File: config.mk
export PLATFORM = sky130hd
export DESIGN_NAME = dbgtb_top
export DESIGN_NICKNAME = d
export VERILOG_FILES = /design/src/logic/dbgtb_pkg.sv /design/src/logic/dbgtb_tracker.sv /design/src/logic/dbgtb_top.sv
export SDC_FILE = /design/constraint.sdc
export NUM_CORES = 1
export LEC_CHECK = 0
export BUFFER_PORTS_ARGS = -buffer_cell sky130_fd_sc_hd__buf_2
export CAP_MARGIN = 30
export CORE_MARGIN = 2
export CORE_UTILIZATION = 50
export CTS_BUF_LIST = sky130_fd_sc_hd__clkbuf_16
export DETAILED_ROUTE_END_ITERATION = 10
export PLACE_DENSITY = 0.81
export SYNTH_ARGS = -nofsm -noshare
export SYNTH_HDL_FRONTEND = slang
export SYNTH_SLANG_ARGS = --single-unit
File: constraint.sdc
create_clock -name clk_i -period 6.6 [get_ports clk_i]
set_input_delay 1.32 -clock clk_i [delete_from_list [all_inputs] [get_ports clk_i]]
set_output_delay 1.32 -clock clk_i [all_outputs]
set_load 0.01 [all_outputs]
File: src/logic/dbgtb_pkg.sv
// shared constants, register layouts and carrier types of the debug trigger block
`default_nettype none
package dbgtb_pkg;

    // register bus geometry
    localparam int ADR_W  = 8;
    localparam int DAT_W  = 32;

    // register byte offsets
    localparam logic [7:0] OFS_CMPA     = 8'h00;
    localparam logic [7:0] OFS_CMPB     = 8'h04;
    localparam logic [7:0] OFS_CTRL     = 8'h08;
    localparam logic [7:0] OFS_TRIG     = 8'h0c;
    localparam logic [7:0] OFS_STAT     = 8'h10;
    localparam logic [7:0] OFS_FIFO     = 8'h14;
    localparam logic [7:0] OFS_IRQ_STS  = 8'h18;
    localparam logic [7:0] OFS_IRQ_MSK  = 8'h1c;

    // values after reset
    localparam logic [15:0] CMP_RST     = 16'h0000;
    localparam logic [7:0]  CTRL_RST    = 8'h00;
    localparam logic [7:0]  TRIG_RST    = 8'h00;

    // trace storage
    localparam int          FIFO_DEPTH  = 8;
    localparam logic [3:0]  FIFO_FULL   = 4'h8;
    localparam logic [3:0]  FIFO_LAST   = 4'h7;

    // opcode tracking queue, one tracker per comparator plus one for break tags
    localparam logic [2:0]  QUEUE_DEPTH = 3'h4;
    localparam int          TRK_NUM     = 3;
    localparam int          TRK_A       = 0;
    localparam int          TRK_B       = 1;
    localparam int          TRK_BRK     = 2;

    // trigger modes
    localparam logic [3:0] MODE_A_ONLY    = 4'h0;
    localparam logic [3:0] MODE_A_OR_B    = 4'h1;
    localparam logic [3:0] MODE_A_THEN_B  = 4'h2;
    localparam logic [3:0] MODE_B_EVENT   = 4'h3;
    localparam logic [3:0] MODE_A_B_EVENT = 4'h4;
    localparam logic [3:0] MODE_A_DATA    = 4'h5;
    localparam logic [3:0] MODE_A_NOT_DAT = 4'h6;
    localparam logic [3:0] MODE_INSIDE    = 4'h7;
    localparam logic [3:0] MODE_OUTSIDE   = 4'h8;

    // interrupt status bits
    localparam int IRQ_W       = 3;
    localparam int IRQ_RUN_END = 0;
    localparam int IRQ_TRIG    = 1;
    localparam int IRQ_FULL    = 2;

    typedef enum logic [1:0] {
        RUN_IDLE,
        RUN_PRE,
        RUN_POST
    } dbgtb_run_e;

    typedef struct packed {
        logic debug_enable_bit;
        logic arm;
        logic tag_select;
        logic break_request_enable;
        logic rw_match_value_a;
        logic rw_qualify_enable_a;
        logic rw_match_value_b;
        logic rw_qualify_enable_b;
    } dbgtb_ctrl_s;

    typedef struct packed {
        logic       trigger_select_tag;
        logic       begin_select;
        logic [1:0] rsvd;
        logic [3:0] trigger_mode_field;
    } dbgtb_trig_s;

    typedef struct packed {
        logic       armed_flag;
        logic       comparator_a_match_flag;
        logic       comparator_b_match_flag;
        logic       rsvd;
        logic [3:0] fifo_count_field;
    } dbgtb_stat_s;

    // cpu bus and instruction queue view; rw high means read
    typedef struct packed {
        logic [15:0] addr;
        logic [7:0]  data;
        logic        valid;
        logic        rw;
        logic        fetch;
        logic        exec;
        logic        flush;
        logic        cof;
        logic [15:0] cof_addr;
    } dbgtb_cpu_s;

endpackage
`default_nettype wire

File: src/logic/dbgtb_tracker.sv
// opcode tracking queue: follows one tag bit per fetched opcode until it executes
`default_nettype none
module dbgtb_tracker
    import dbgtb_pkg::*;
(
    // clock and reset
    input  wire logic clk_i,
    input  wire logic rst_i,
    // queue events
    input  wire logic push_i,
    input  wire logic tag_i,
    input  wire logic pop_i,
    input  wire logic flush_i,
    // tagged opcode executed
    output logic      hit_o
);

    logic [QUEUE_DEPTH-1:0] tags_ff;
    logic [2:0]             level_ff;
    logic [QUEUE_DEPTH-1:0] nxt_tags;
    logic [2:0]             nxt_level;

    // head of queue leaves on execute; its tag says whether the compare really ran
    assign hit_o = pop_i && (level_ff != 3'h0) && tags_ff[0];

    always_comb begin
        nxt_tags  = tags_ff;
        nxt_level = level_ff;
        if (pop_i && (level_ff != 3'h0)) begin
            nxt_tags  = tags_ff >> 1;
            nxt_level = level_ff - 3'h1;
        end
        // overflow drops the fetch; the cpu never holds more than the queue depth
        if (push_i && (nxt_level < QUEUE_DEPTH)) begin
            nxt_tags[nxt_level[1:0]] = tag_i;
            nxt_level                = nxt_level + 3'h1;
        end
    end

    always_ff @(posedge clk_i) begin
        if (rst_i || flush_i) begin
            tags_ff  <= '0;
            level_ff <= 3'h0;
        end else begin
            tags_ff  <= nxt_tags;
            level_ff <= nxt_level;
        end
    end
endmodule
`default_nettype wire

File: src/logic/dbgtb_top.sv
// debug trigger, trace capture and breakpoint control with a wishbone register slave
`default_nettype none
// Overview of operation
// - force breakpoint waits for the executing instruction to finish, then enters background
// - tag breakpoint marks fetched opcode; execution of it enters background instead
// - outside the range modes, tag triggers count a comparator match only if the compared opcode executes
// - each comparator owns a separate opcode tracking queue
// - four-bit mode field selects one of nine trigger modes
// - begin select: capture after trigger, or circular capture until trigger
// - arming sets armed flag, clears both match flags and fifo count
// - begin run ends on full fifo, end run ends on trigger
// - writing zero to arm or debug enable stops the run at once
// - fifo stores change-of-flow addresses, or data low byte in event modes
// - event-only modes ignore begin select and always trace begin type
// - optional read/write qualification of each comparator match
// - qualified match requests breakpoint only with break enable; tag select picks type
module dbgtb_top
    import dbgtb_pkg::*;
(
    // clock and reset
    input  wire logic             clk_i,
    input  wire logic             rst_i,
    // wishbone slave
    input  wire logic             wb_cyc_i,
    input  wire logic             wb_stb_i,
    input  wire logic             wb_we_i,
    input  wire logic [ADR_W-1:0] wb_adr_i,
    input  wire logic [3:0]       wb_sel_i,
    input  wire logic [DAT_W-1:0] wb_dat_i,
    output logic      [DAT_W-1:0] wb_dat_o,
    output logic                  wb_ack_o,
    // cpu bus and instruction queue
    input  wire dbgtb_cpu_s       cpu_i,
    // breakpoint requests
    output logic                  brk_tag_o,
    output logic                  brk_force_o,
    output logic                  background_entry_o,
    // interrupt
    output logic                  irq_o
);

    dbgtb_ctrl_s        debug_control_reg_ff;
    dbgtb_trig_s        trigger_control_reg_ff;
    logic [15:0]        cmpa_ff;
    logic [15:0]        cmpb_ff;
    dbgtb_run_e         state_ff;
    dbgtb_run_e         nxt_state;
    logic               a_flag_ff;
    logic               b_flag_ff;
    logic [15:0]        fifo_mem [FIFO_DEPTH];
    logic [2:0]         wr_ptr_ff;
    logic [2:0]         rd_ptr_ff;
    logic [3:0]         fifo_count_ff;
    logic [IRQ_W-1:0]   irq_sts_ff;
    logic [IRQ_W-1:0]   irq_msk_ff;
    logic [IRQ_W-1:0]   irq_evt;
    logic               irq_ff;
    logic               ack_ff;
    logic [DAT_W-1:0]   dat_ff;
    logic [DAT_W-1:0]   rdata;
    logic               force_pend_ff;
    logic               brk_tag_ff;
    logic               brk_force_ff;
    logic               bg_entry_ff;

    function automatic logic adr_is(input logic [ADR_W-1:0] adr, input logic [7:0] ofs);
        return adr == ofs;
    endfunction

    function automatic logic is_event_only(input logic [3:0] mode);
        return (mode == MODE_B_EVENT) || (mode == MODE_A_B_EVENT);
    endfunction

    // ---------------- bus decode ----------------
    logic        req;
    logic        wr;
    logic        rd;
    logic        wr_ctrl;
    logic        wr_trig;
    logic        arm_start;
    logic        stop;
    dbgtb_ctrl_s nxt_ctrl;

    assign req       = wb_cyc_i && wb_stb_i && !ack_ff;
    assign wr        = req && wb_we_i;
    assign rd        = req && !wb_we_i;
    assign nxt_ctrl  = dbgtb_ctrl_s'(wb_dat_i[7:0]);
    assign wr_ctrl   = wr && adr_is(wb_adr_i, OFS_CTRL) && wb_sel_i[0];
    assign wr_trig   = wr && adr_is(wb_adr_i, OFS_TRIG) && wb_sel_i[0];
    assign arm_start = wr_ctrl && nxt_ctrl.arm && nxt_ctrl.debug_enable_bit;
    assign stop      = wr_ctrl && !(nxt_ctrl.arm && nxt_ctrl.debug_enable_bit);

    // ---------------- comparators ----------------
    logic               armed;
    logic               qa;
    logic               qb;
    logic               brk_q;
    logic               brk_tag_req;
    logic [TRK_NUM-1:0] trk_tag;
    logic [TRK_NUM-1:0] trk_hit;
    logic               ev_a;
    logic               ev_b;
    logic               data_eq;
    logic               in_range;
    logic               ev_only;
    logic               begin_type;
    logic               trig_raw;
    logic               trig_hit;

    assign armed = state_ff != RUN_IDLE;
    assign qa = cpu_i.valid && (cpu_i.addr == cmpa_ff) &&
                (!debug_control_reg_ff.rw_qualify_enable_a ||
                 (cpu_i.rw == debug_control_reg_ff.rw_match_value_a));
    assign qb = cpu_i.valid && (cpu_i.addr == cmpb_ff) &&
                (!debug_control_reg_ff.rw_qualify_enable_b ||
                 (cpu_i.rw == debug_control_reg_ff.rw_match_value_b));

    assign brk_q       = armed && debug_control_reg_ff.break_request_enable && (qa || qb);
    assign brk_tag_req = brk_q && debug_control_reg_ff.tag_select && cpu_i.fetch;
    assign trk_tag     = {brk_tag_req, qb, qa};

    // trackers only see fetches; a queue flush forgets every pending tag
    for (genvar g = 0; g < TRK_NUM; g++) begin : g_trk
        dbgtb_tracker u_trk (
            .clk_i   (clk_i),
            .rst_i   (rst_i),
            .push_i  (cpu_i.fetch && cpu_i.valid),
            .tag_i   (trk_tag[g]),
            .pop_i   (cpu_i.exec),
            .flush_i (cpu_i.flush),
            .hit_o   (trk_hit[g])
        );
    end

    assign ev_a = trigger_control_reg_ff.trigger_select_tag ? trk_hit[TRK_A] : qa;
    assign ev_b = trigger_control_reg_ff.trigger_select_tag ? trk_hit[TRK_B] : qb;
    assign data_eq  = cpu_i.data == cmpb_ff[7:0];
    assign in_range = cpu_i.valid && (cpu_i.addr >= cmpa_ff) && (cpu_i.addr <= cmpb_ff);
    assign ev_only  = is_event_only(trigger_control_reg_ff.trigger_mode_field);
    assign begin_type = ev_only || trigger_control_reg_ff.begin_select;

    always_comb begin
        unique case (trigger_control_reg_ff.trigger_mode_field)
            MODE_A_ONLY:    trig_raw = ev_a;
            MODE_A_OR_B:    trig_raw = ev_a || ev_b;
            MODE_A_THEN_B:  trig_raw = a_flag_ff && ev_b;
            MODE_B_EVENT:   trig_raw = ev_b;
            MODE_A_B_EVENT: trig_raw = a_flag_ff && ev_b;
            MODE_A_DATA:    trig_raw = ev_a && data_eq;
            MODE_A_NOT_DAT: trig_raw = ev_a && !data_eq;
            MODE_INSIDE:    trig_raw = in_range;
            MODE_OUTSIDE:   trig_raw = cpu_i.valid && !in_range;
            default:        trig_raw = 1'b0;
        endcase
    end
    assign trig_hit = armed && trig_raw;

    // ---------------- trace fifo ----------------
    logic        push;
    logic [15:0] push_data;
    logic        fifo_full;
    logic        pop;

    // event modes push on every qualifying b event; others on each change of flow
    assign push = armed && (ev_only ? trig_raw : cpu_i.cof) &&
                  (!begin_type || (state_ff == RUN_POST) || trig_hit);
    assign push_data = ev_only ? {8'h00, cpu_i.data} : cpu_i.cof_addr;
    assign fifo_full = fifo_count_ff == FIFO_FULL;
    // reads drain only between runs, so a pop never races a push
    assign pop = rd && adr_is(wb_adr_i, OFS_FIFO) && !armed && (fifo_count_ff != 4'h0);

    always_ff @(posedge clk_i) begin
        if (push) begin
            fifo_mem[wr_ptr_ff] <= push_data;
        end
    end

    always_ff @(posedge clk_i) begin
        if (rst_i || arm_start) begin
            wr_ptr_ff     <= 3'h0;
            rd_ptr_ff     <= 3'h0;
            fifo_count_ff <= 4'h0;
        end else if (push) begin
            wr_ptr_ff <= wr_ptr_ff + 3'h1;
            // circular end-trace capture overwrites the oldest entry
            if (fifo_full) begin
                rd_ptr_ff <= rd_ptr_ff + 3'h1;
            end else begin
                fifo_count_ff <= fifo_count_ff + 4'h1;
            end
        end else if (pop) begin
            rd_ptr_ff     <= rd_ptr_ff + 3'h1;
            fifo_count_ff <= fifo_count_ff - 4'h1;
        end
    end

    // ---------------- run control ----------------
    always_comb begin
        nxt_state = state_ff;
        if (arm_start) begin
            nxt_state = RUN_PRE;
        end else if (stop) begin
            nxt_state = RUN_IDLE;
        end else begin
            unique case (state_ff)
                RUN_IDLE: nxt_state = RUN_IDLE;
                RUN_PRE: begin
                    if (trig_hit) begin
                        nxt_state = begin_type ? RUN_POST : RUN_IDLE;
                    end
                end
                RUN_POST: begin
                    if (push && (fifo_count_ff == FIFO_LAST)) begin
                        nxt_state = RUN_IDLE;
                    end
                end
            endcase
        end
    end

    always_ff @(posedge clk_i) begin
        if (rst_i) begin
            state_ff <= RUN_IDLE;
        end else begin
            state_ff <= nxt_state;
        end
    end

    always_ff @(posedge clk_i) begin
        if (rst_i || arm_start) begin
            a_flag_ff <= 1'b0;
            b_flag_ff <= 1'b0;
        end else begin
            a_flag_ff <= a_flag_ff || (armed && ev_a);
            b_flag_ff <= b_flag_ff || (armed && ev_b);
        end
    end

    // ---------------- breakpoints ----------------
    always_ff @(posedge clk_i) begin
        if (rst_i) begin
            force_pend_ff <= 1'b0;
            brk_force_ff  <= 1'b0;
            brk_tag_ff    <= 1'b0;
            bg_entry_ff   <= 1'b0;
        end else begin
            // a new request in the issue cycle stays pending for the next boundary
            force_pend_ff <= (force_pend_ff && !cpu_i.exec) ||
                             (brk_q && !debug_control_reg_ff.tag_select);
            brk_force_ff  <= force_pend_ff && cpu_i.exec;
            brk_tag_ff    <= brk_tag_req;
            bg_entry_ff   <= trk_hit[TRK_BRK];
        end
    end

    // ---------------- registers ----------------
    always_ff @(posedge clk_i) begin
        if (rst_i) begin
            cmpa_ff <= CMP_RST;
            cmpb_ff <= CMP_RST;
        end else begin
            for (int i = 0; i < 2; i++) begin
                if (wr && adr_is(wb_adr_i, OFS_CMPA) && wb_sel_i[i]) begin
                    cmpa_ff[i*8+:8] <= wb_dat_i[i*8+:8];
                end
                if (wr && adr_is(wb_adr_i, OFS_CMPB) && wb_sel_i[i]) begin
                    cmpb_ff[i*8+:8] <= wb_dat_i[i*8+:8];
                end
            end
        end
    end

    always_ff @(posedge clk_i) begin
        if (rst_i) begin
            debug_control_reg_ff   <= dbgtb_ctrl_s'(CTRL_RST);
            trigger_control_reg_ff <= dbgtb_trig_s'(TRIG_RST);
        end else begin
            if (wr_ctrl) begin
                debug_control_reg_ff <= nxt_ctrl;
            end
            if (wr_trig) begin
                trigger_control_reg_ff <= dbgtb_trig_s'({wb_dat_i[7:6], 2'h0, wb_dat_i[3:0]});
            end
        end
    end

    assign irq_evt[IRQ_RUN_END] = armed && (nxt_state == RUN_IDLE);
    assign irq_evt[IRQ_TRIG]    = trig_hit;
    assign irq_evt[IRQ_FULL]    = push && (fifo_count_ff == FIFO_LAST);

    always_ff @(posedge clk_i) begin
        if (rst_i) begin
            irq_sts_ff <= '0;
            irq_msk_ff <= '0;
            irq_ff     <= 1'b0;
        end else begin
            // set beats a simultaneous write-one-to-clear
            if (wr && adr_is(wb_adr_i, OFS_IRQ_STS) && wb_sel_i[0]) begin
                irq_sts_ff <= (irq_sts_ff & ~wb_dat_i[IRQ_W-1:0]) | irq_evt;
            end else begin
                irq_sts_ff <= irq_sts_ff | irq_evt;
            end
            if (wr && adr_is(wb_adr_i, OFS_IRQ_MSK) && wb_sel_i[0]) begin
                irq_msk_ff <= wb_dat_i[IRQ_W-1:0];
            end
            irq_ff <= |(irq_sts_ff & irq_msk_ff);
        end
    end

    always_comb begin
        dbgtb_ctrl_s ctrl_rd;
        dbgtb_stat_s stat_rd;
        ctrl_rd     = debug_control_reg_ff;
        ctrl_rd.arm = armed;
        stat_rd     = '{armed_flag: armed, comparator_a_match_flag: a_flag_ff,
                        comparator_b_match_flag: b_flag_ff, rsvd: 1'b0,
                        fifo_count_field: fifo_count_ff};
        unique case (wb_adr_i)
            OFS_CMPA:    rdata = {16'h0000, cmpa_ff};
            OFS_CMPB:    rdata = {16'h0000, cmpb_ff};
            OFS_CTRL:    rdata = {24'h000000, ctrl_rd};
            OFS_TRIG:    rdata = {24'h000000, trigger_control_reg_ff};
            OFS_STAT:    rdata = {24'h000000, stat_rd};
            OFS_FIFO:    rdata = (fifo_count_ff != 4'h0) ? {16'h0000, fifo_mem[rd_ptr_ff]} : 32'h0;
            OFS_IRQ_STS: rdata = {29'h0, irq_sts_ff};
            OFS_IRQ_MSK: rdata = {29'h0, irq_msk_ff};
            default:     rdata = 32'h0;
        endcase
    end

    always_ff @(posedge clk_i) begin
        if (rst_i) begin
            ack_ff <= 1'b0;
            dat_ff <= 32'h0;
        end else begin
            ack_ff <= req;
            dat_ff <= rd ? rdata : 32'h0;
        end
    end

    assign wb_ack_o           = ack_ff;
    assign wb_dat_o           = dat_ff;
    assign brk_tag_o          = brk_tag_ff;
    assign brk_force_o        = brk_force_ff;
    assign background_entry_o = bg_entry_ff;
    assign irq_o              = irq_ff;
endmodule
`default_nettype wire

==> flow_summary.ini, run 1 <==
[yosys]
syn_inst = 972
async_flop_share = 0
yosys_register_bits = 239
syn_avg_cell_area_sq_um = 11.9
syn_area_sq_um = 11500
seq_area_frac_synth = 0.526
synthTopCellsByArea = edfxtp_1, dfxtp_1, mux4_2
synth_edf_count = 128
synth_top_area_share = 0.333
post-synth-top-count-cell = edfxtp_1
synthTopCellsByCount = edfxtp_1, nor2_1, dfxtp_1
ys_warn_count = 0
synth_area_leader_cell = edfxtp_1
synthFlopType = edfxtp_1
synthDistinctLibCells = 78

[critical_path]
crit_slowest_cell = nor4b_4
crit_required_ns = 6.85
path_class = input pin to flip-flop
arrival_ns = 5.05
start_kind = input pin
crit_chain = buf_2, ha_1, nand4_2, nor3_2, or4b_1, o211ai_1, o21ai_2, mux2i_2, a31o_2, inv_6, nor4b_4, buf_4
cpPeakStageDelay_ns = 0.78
worst_setup_path_end_kind = flip-flop
cp_num_buf_inv = 3
path_delay_family = simple AND/OR/NAND/NOR gates
crit_fanout = 20

[place]
place.port_buffers = 97
place_hpwl_um = 19300
dp.cells = 1325
post-place-ws_ns = 1.28
place.gp.congestion = 0.864
place_area_sq_um = 12300

[detailed_routing]
drc = 0
wl_per_cell_um = 20.3
wl_met3_um = 2160
finalWirelength_um = 27900
drt_iter0_markers = 777
routedLengthMet1_um = 11200
top_layer_used = met4
first_pass_iters = 6
route.met2.wl_um = 13600
vias = 8030
routed_via_density = 5.85
detail-route-antenna-nets = 0

[min_path]
hold_path.class = flip-flop to flip-flop

[floorplan]
die_h_um = 156
core-area_sq_um = 22600
dieArea_sq_um = 24300
start_util = 0.510
rows = 55
fp.dieW_um = 156
io_pins = 132

[cts]
clock-root-buffer = clkbuf_16
post_cts_buffers = 0
cts_max_level = 1
cts-resized-gates = 0
clockBufferDepth = 3
clock-sinks = 239
holdBufCountCts = 0
clkSlewWorstSetupHoldPaths_ns = 0.06
cts_buffers = 26
cts_tree = yes
clk_latency_ns = 0.54

[sta]
clock_skew_ns = 0.0158
worst_slew_pin_slew_ns = 1.01
fmax_ghz = 0.208
finalMaxSlewViolations = 0
relSlewSlack = 0.325
fin_crit_sh = 0.728
hold_violations = 0
rsz0062_at_grt = no
fin_crit_ns = 4.81
timing.final.ws_setup_ns = 1.79
final.setup.tns_ns = 0
setup_viol = 0
hold_ws_ns = 0.471

[final_layout]
area_growth_pct = 13.9
num_antenna_cells = 0
final_nets = 1222
instances_no_fill = 1373
drive_above_1_share = 0.229
final_cell_area_sq_um = 13100

[grt]
grt_pass1_wl_um = 42500
grt_max_degree = 63
grt_pass1_vias = 7832
grt.overflow.total = 0
grt_antenna_before_repair = 0
grtUsageTotal = 0.227

[power]
leakage_uw = 0.00464
power_density_nw_per_um2 = 254
peakVddDrop_uv = 237

[status]
outcome = completed

[run]
max-cap-violations = 0
[path summary, 6_finish.rpt]
kind	slack [ns]	cells past startpoint	endpoint	from
setup / recovery	1.79	12	fifo_mem[2][4]	cpu_i[43]
hold / removal	0.47	1	background_entry_o	g_trk[2].u_trk.tags_ff[0]
setup reg to reg	2.27	12	fifo_mem[2][4]	cmpa_ff[11]
hold reg to reg	0.47	1	background_entry_o	g_trk[2].u_trk.tags_ff[0]
[stage by stage]
step | util | total power, uW
2_1_floorplan | - | 1830
3_3_place_gp | 0.542 | 1910
3_5_place_dp | 0.542 | 1920
4_1_cts | 0.580 | 3350
5_1_grt | 0.581 | 3440
6_report | 0.581 | 3330
[per-layer routing]
layer  global-route usage  up-vias
met2                0.389      335
li1                     -     3758
met5                    0        -
met1                0.297     3874
met3               0.0308       63
met4               0.0782        0
[cell families (layout without fill, tap and decap cells)]
logic type	count (synthesis)	count (layout)	synth area share
simple gates	281	281	0.122
compound gates	140	140	0.0847
other cells	1	16	0.000325
xor+xnor	18	18	0.0137
buf+inv	115	216	0.0454
mux	120	120	0.145
fa+ha+maj	58	58	0.0635
flops	239	239	0.526
[final cells by class]
cell class	instances	area [sq um]
fillers	1787	9500
flip-flops and latches	239	6070
multi-input cells	633	5050
clock buffers	26	651
repair buffers	111	586
well taps	285	357
inverters	58	223
clock inverters	21	213
[placed cells by master (no fill, tap or decap), types with 34 or more instances in the layout]
cell / count
mux2i_1: 52
edfxtp_1: 128
nor2_1: 118
dfxtp_1: 109
ha_1: 57
inv_1: 58
buf_2: 99
mux4_2: 34
nand2_1: 49
[where the power goes]
group          total (uW)  internal (uW)  switching, uW
registers            1600           1570           23.8
logic                 291            137            154
clock network        1440            842            602
total                3330           2550            780
[worst reg2reg max path: cells and delay by family, from the launching register on]
family / cells / cell delay [ns]
AO/OA/AOI/OAI: 3 / 0.85
adder cells (fa/ha/maj): 1 / 0.33
buffers and inverters: 3 / 0.51
flip-flops: 1 / 0.40
multiplexers: 1 / 0.28
AND/OR/NAND/NOR: 4 / 1.66
[registers in the layout, indices dropped and copies added (netlist names), 2 cells and up, named ones only]
name	cells
fifo_count_ff	4
cmpb_ff	16
trigger_control_reg_ff	6
g_trk.u_trk.tags_ff	12
rd_ptr_ff	3
fifo_mem	128
wb_dat_o	16
debug_control_reg_ff	7
g_trk.u_trk.level_ff	9
cmpa_ff	16
wr_ptr_ff	3
irq_sts_ff	3
irq_msk_ff	3
state_ff	2
Note: power is estimated with default switching activity, not from simulation.
==> inputs of run 2 (changes only) <==
- ABC_AREA: default -> 1
- PLACE_DENSITY: 0.81 -> 0.84
- clock period: 6.6 -> 3.9 ns (I/O delays scaled with it)
==> run 2 against run 1 <==
Via count up 13%. Cell count up 17%. Register-to-register slack worse by 1.5 ns. Area after synthesis down 1.6%. Global-route usage up 0.96 points. Clock skew up 0.0085 ns. Worst setup slack worse by 1.0 ns. Total power up 52%. Clock power up 47%. Synthesized cell count up 23%. Critical path type is now flip-flop to flip-flop. Largest power group unchanged. Highest routed layer is now met5.
==> flow_summary.ini, run 2 <==
[sta]
fmax_ghz = 0.318
finalMaxSlewViolations = 0
fin_crit_ns = 3.14
fin_crit_sh = 0.806
final.setup.tns_ns = 0
rsz0062_at_grt = no
clock_skew_ns = 0.0244
setup_viol = 0
worst_slew_pin_slew_ns = 0.859
hold_violations = 0
relSlewSlack = 0.426

[detailed_routing]
routed_via_density = 5.65
drt_iter0_markers = 796
vias = 9100
wl_per_cell_um = 17.8
detail-route-antenna-nets = 0
drc = 0
first_pass_iters = 5
finalWirelength_um = 28700

[grt]
grt.overflow.total = 0
grt_antenna_before_repair = 1
grtUsageTotal = 0.236
grt_pass1_vias = 8655
grt_pass1_wl_um = 44600
grt_max_degree = 65

[final_layout]
layout_common_cells = inv_1, nand2_1, edfxtp_1
drive_above_1_share = 0.148
max_flop_register = fifo_mem
final_nets = 1460
instances_no_fill = 1610
final_common_cell = inv_1
multi_input_area_sq_um = 4490
seq_area_sq_um = 6070
num_antenna_cells = 0
fillCellCount = 1817
largest_register_ffs = 128
area_growth_pct = 14.3

[place]
place.gp.congestion = 0.920
place_hpwl_um = 19900
dp.cells = 1566
place.port_buffers = 97

[floorplan]
rows = 55
core-area_sq_um = 22500
start_util = 0.505
io_pins = 132
dieArea_sq_um = 23900
die_h_um = 155
fp.dieW_um = 155

[cts]
cts_buffers = 24
cts-resized-gates = 0
clock-sinks = 239
clk_latency_ns = 0.53
cts_tree = yes
clock-root-buffer = clkbuf_16
post_cts_buffers = 0
holdBufCountCts = 0
cts_max_level = 1
clkSlewWorstSetupHoldPaths_ns = 0.06
clockBufferDepth = 3

[yosys]
async_flop_share = 0
ys_warn_count = 0
synth_area_leader_cell = edfxtp_1
seq_area_frac_synth = 0.534
synthTopCellsByArea = edfxtp_1, dfxtp_1, ha_1
synth_edf_count = 128
syn_inst = 1192
post-synth-top-count-cell = inv_1
syn_area_sq_um = 11400
synthTopCellsByCount = inv_1, nand2_1, edfxtp_1
synth_top_area_share = 0.338
yosys_register_bits = 239
synthDistinctLibCells = 51
syn_avg_cell_area_sq_um = 9.53
synthFlopType = edfxtp_1

[power]
power_density_nw_per_um2 = 389
leakage_uw = 0.00493
peakVddDrop_uv = 252

[min_path]
hold_path.class = flip-flop to flip-flop
holdPathStages = 2

[critical_path]
crit_slowest_cell = dfxtp_1
ff2ff_path_depth = 18
rrSetupSlack_ns = 0.76
path_class = flip-flop to flip-flop
start_kind = flip-flop
worst_setup_path_end_kind = flip-flop
cp_num_buf_inv = 3
crit_fanout = 16
path_delay_family = simple AND/OR/NAND/NOR gates
crit_required_ns = 4.10
cpPeakStageDelay_ns = 0.37
arrival_ns = 3.34
path_depth = 18
crit_chain = inv_1, ha_1, nand2_1, nor2_1, nand3_2, nor2_4, inv_1, nand2_1, nand2_1, nand2_1, nand3_2, nand2_2, nand2_4, nand2_4, nand2_8, or2_2, nor2_1, buf_4
critPathMostFrequentCell = nand2_1

[run]
max-cap-violations = 0

[status]
outcome = completed
==> run 2: power breakdown <==
part | switching, uW | internal (uW) | leakage (uW) | total, uW
registers | 3.37 | 2650 | 0.00205 | 2660
clock network | 935 | 1180 | 0.000375 | 2120
logic | 183 | 96.7 | 0.00251 | 279
==> run 2: worst paths after layout <==
| path | from | endpoint |
|---|---|---|
| worst max-delay path | cmpb_ff[7] | fifo_mem[6][2] |
| worst min-delay path | force_pend_ff | brk_force_o |
| worst max register to register | cmpb_ff[7] | fifo_mem[6][2] |
| worst min register to register | force_pend_ff | brk_force_o |
==> run 2: metal layers <==
layer | global-route usage | share of wire | vias up
li1 | - | - | 4318
met1 | 0.301 | 0.40 | 4232
met2 | 0.401 | 0.48 | 478
met3 | 0.0389 | 0.092 | 70
met4 | 0.0983 | 0.035 | 2
met5 | 0 | 0.00038 | -
==> run 2: cell type report <==
type                    count  share of cell area
clock buffers              24              0.0463
clock inverters            20             0.00945
inverters                 162              0.0469
multi-input cells         755               0.346
flip-flops and latches    239               0.467
well taps                 285              0.0275
repair buffers            125              0.0567
==> run 2: logic make-up after synthesis <==
kind of cell | share of synthesized area
simple gates | 0.127
compound gates | 0.152
flops | 0.534
buf+inv | 0.0759
fa+ha+maj | 0.0645
mux | 0.0361
xor+xnor | 0.0100
other cells | 0.000330
==> run 2: tightest hold or removal path: stages (launching register included) <==
cell and delay (ns):
dfxtp_1 0.31, nand2_1 0.06, nor2_1 0.03
==> run 2: per-stage QoR <==
step	power (uW)	cell area (sq um)	utilization	hold WS (ns)	setup slack (ns)
floorplan	2890	11400	-	0.417	0.411
global placement	2970	12200	0.542	0.424	0.445
detailed placement	2980	12300	0.545	0.432	0.361
CTS	5070	13000	0.577	0.437	0.822
global route	5200	13000	0.577	0.461	0.563
finish	5050	13000	0.577	0.437	0.755
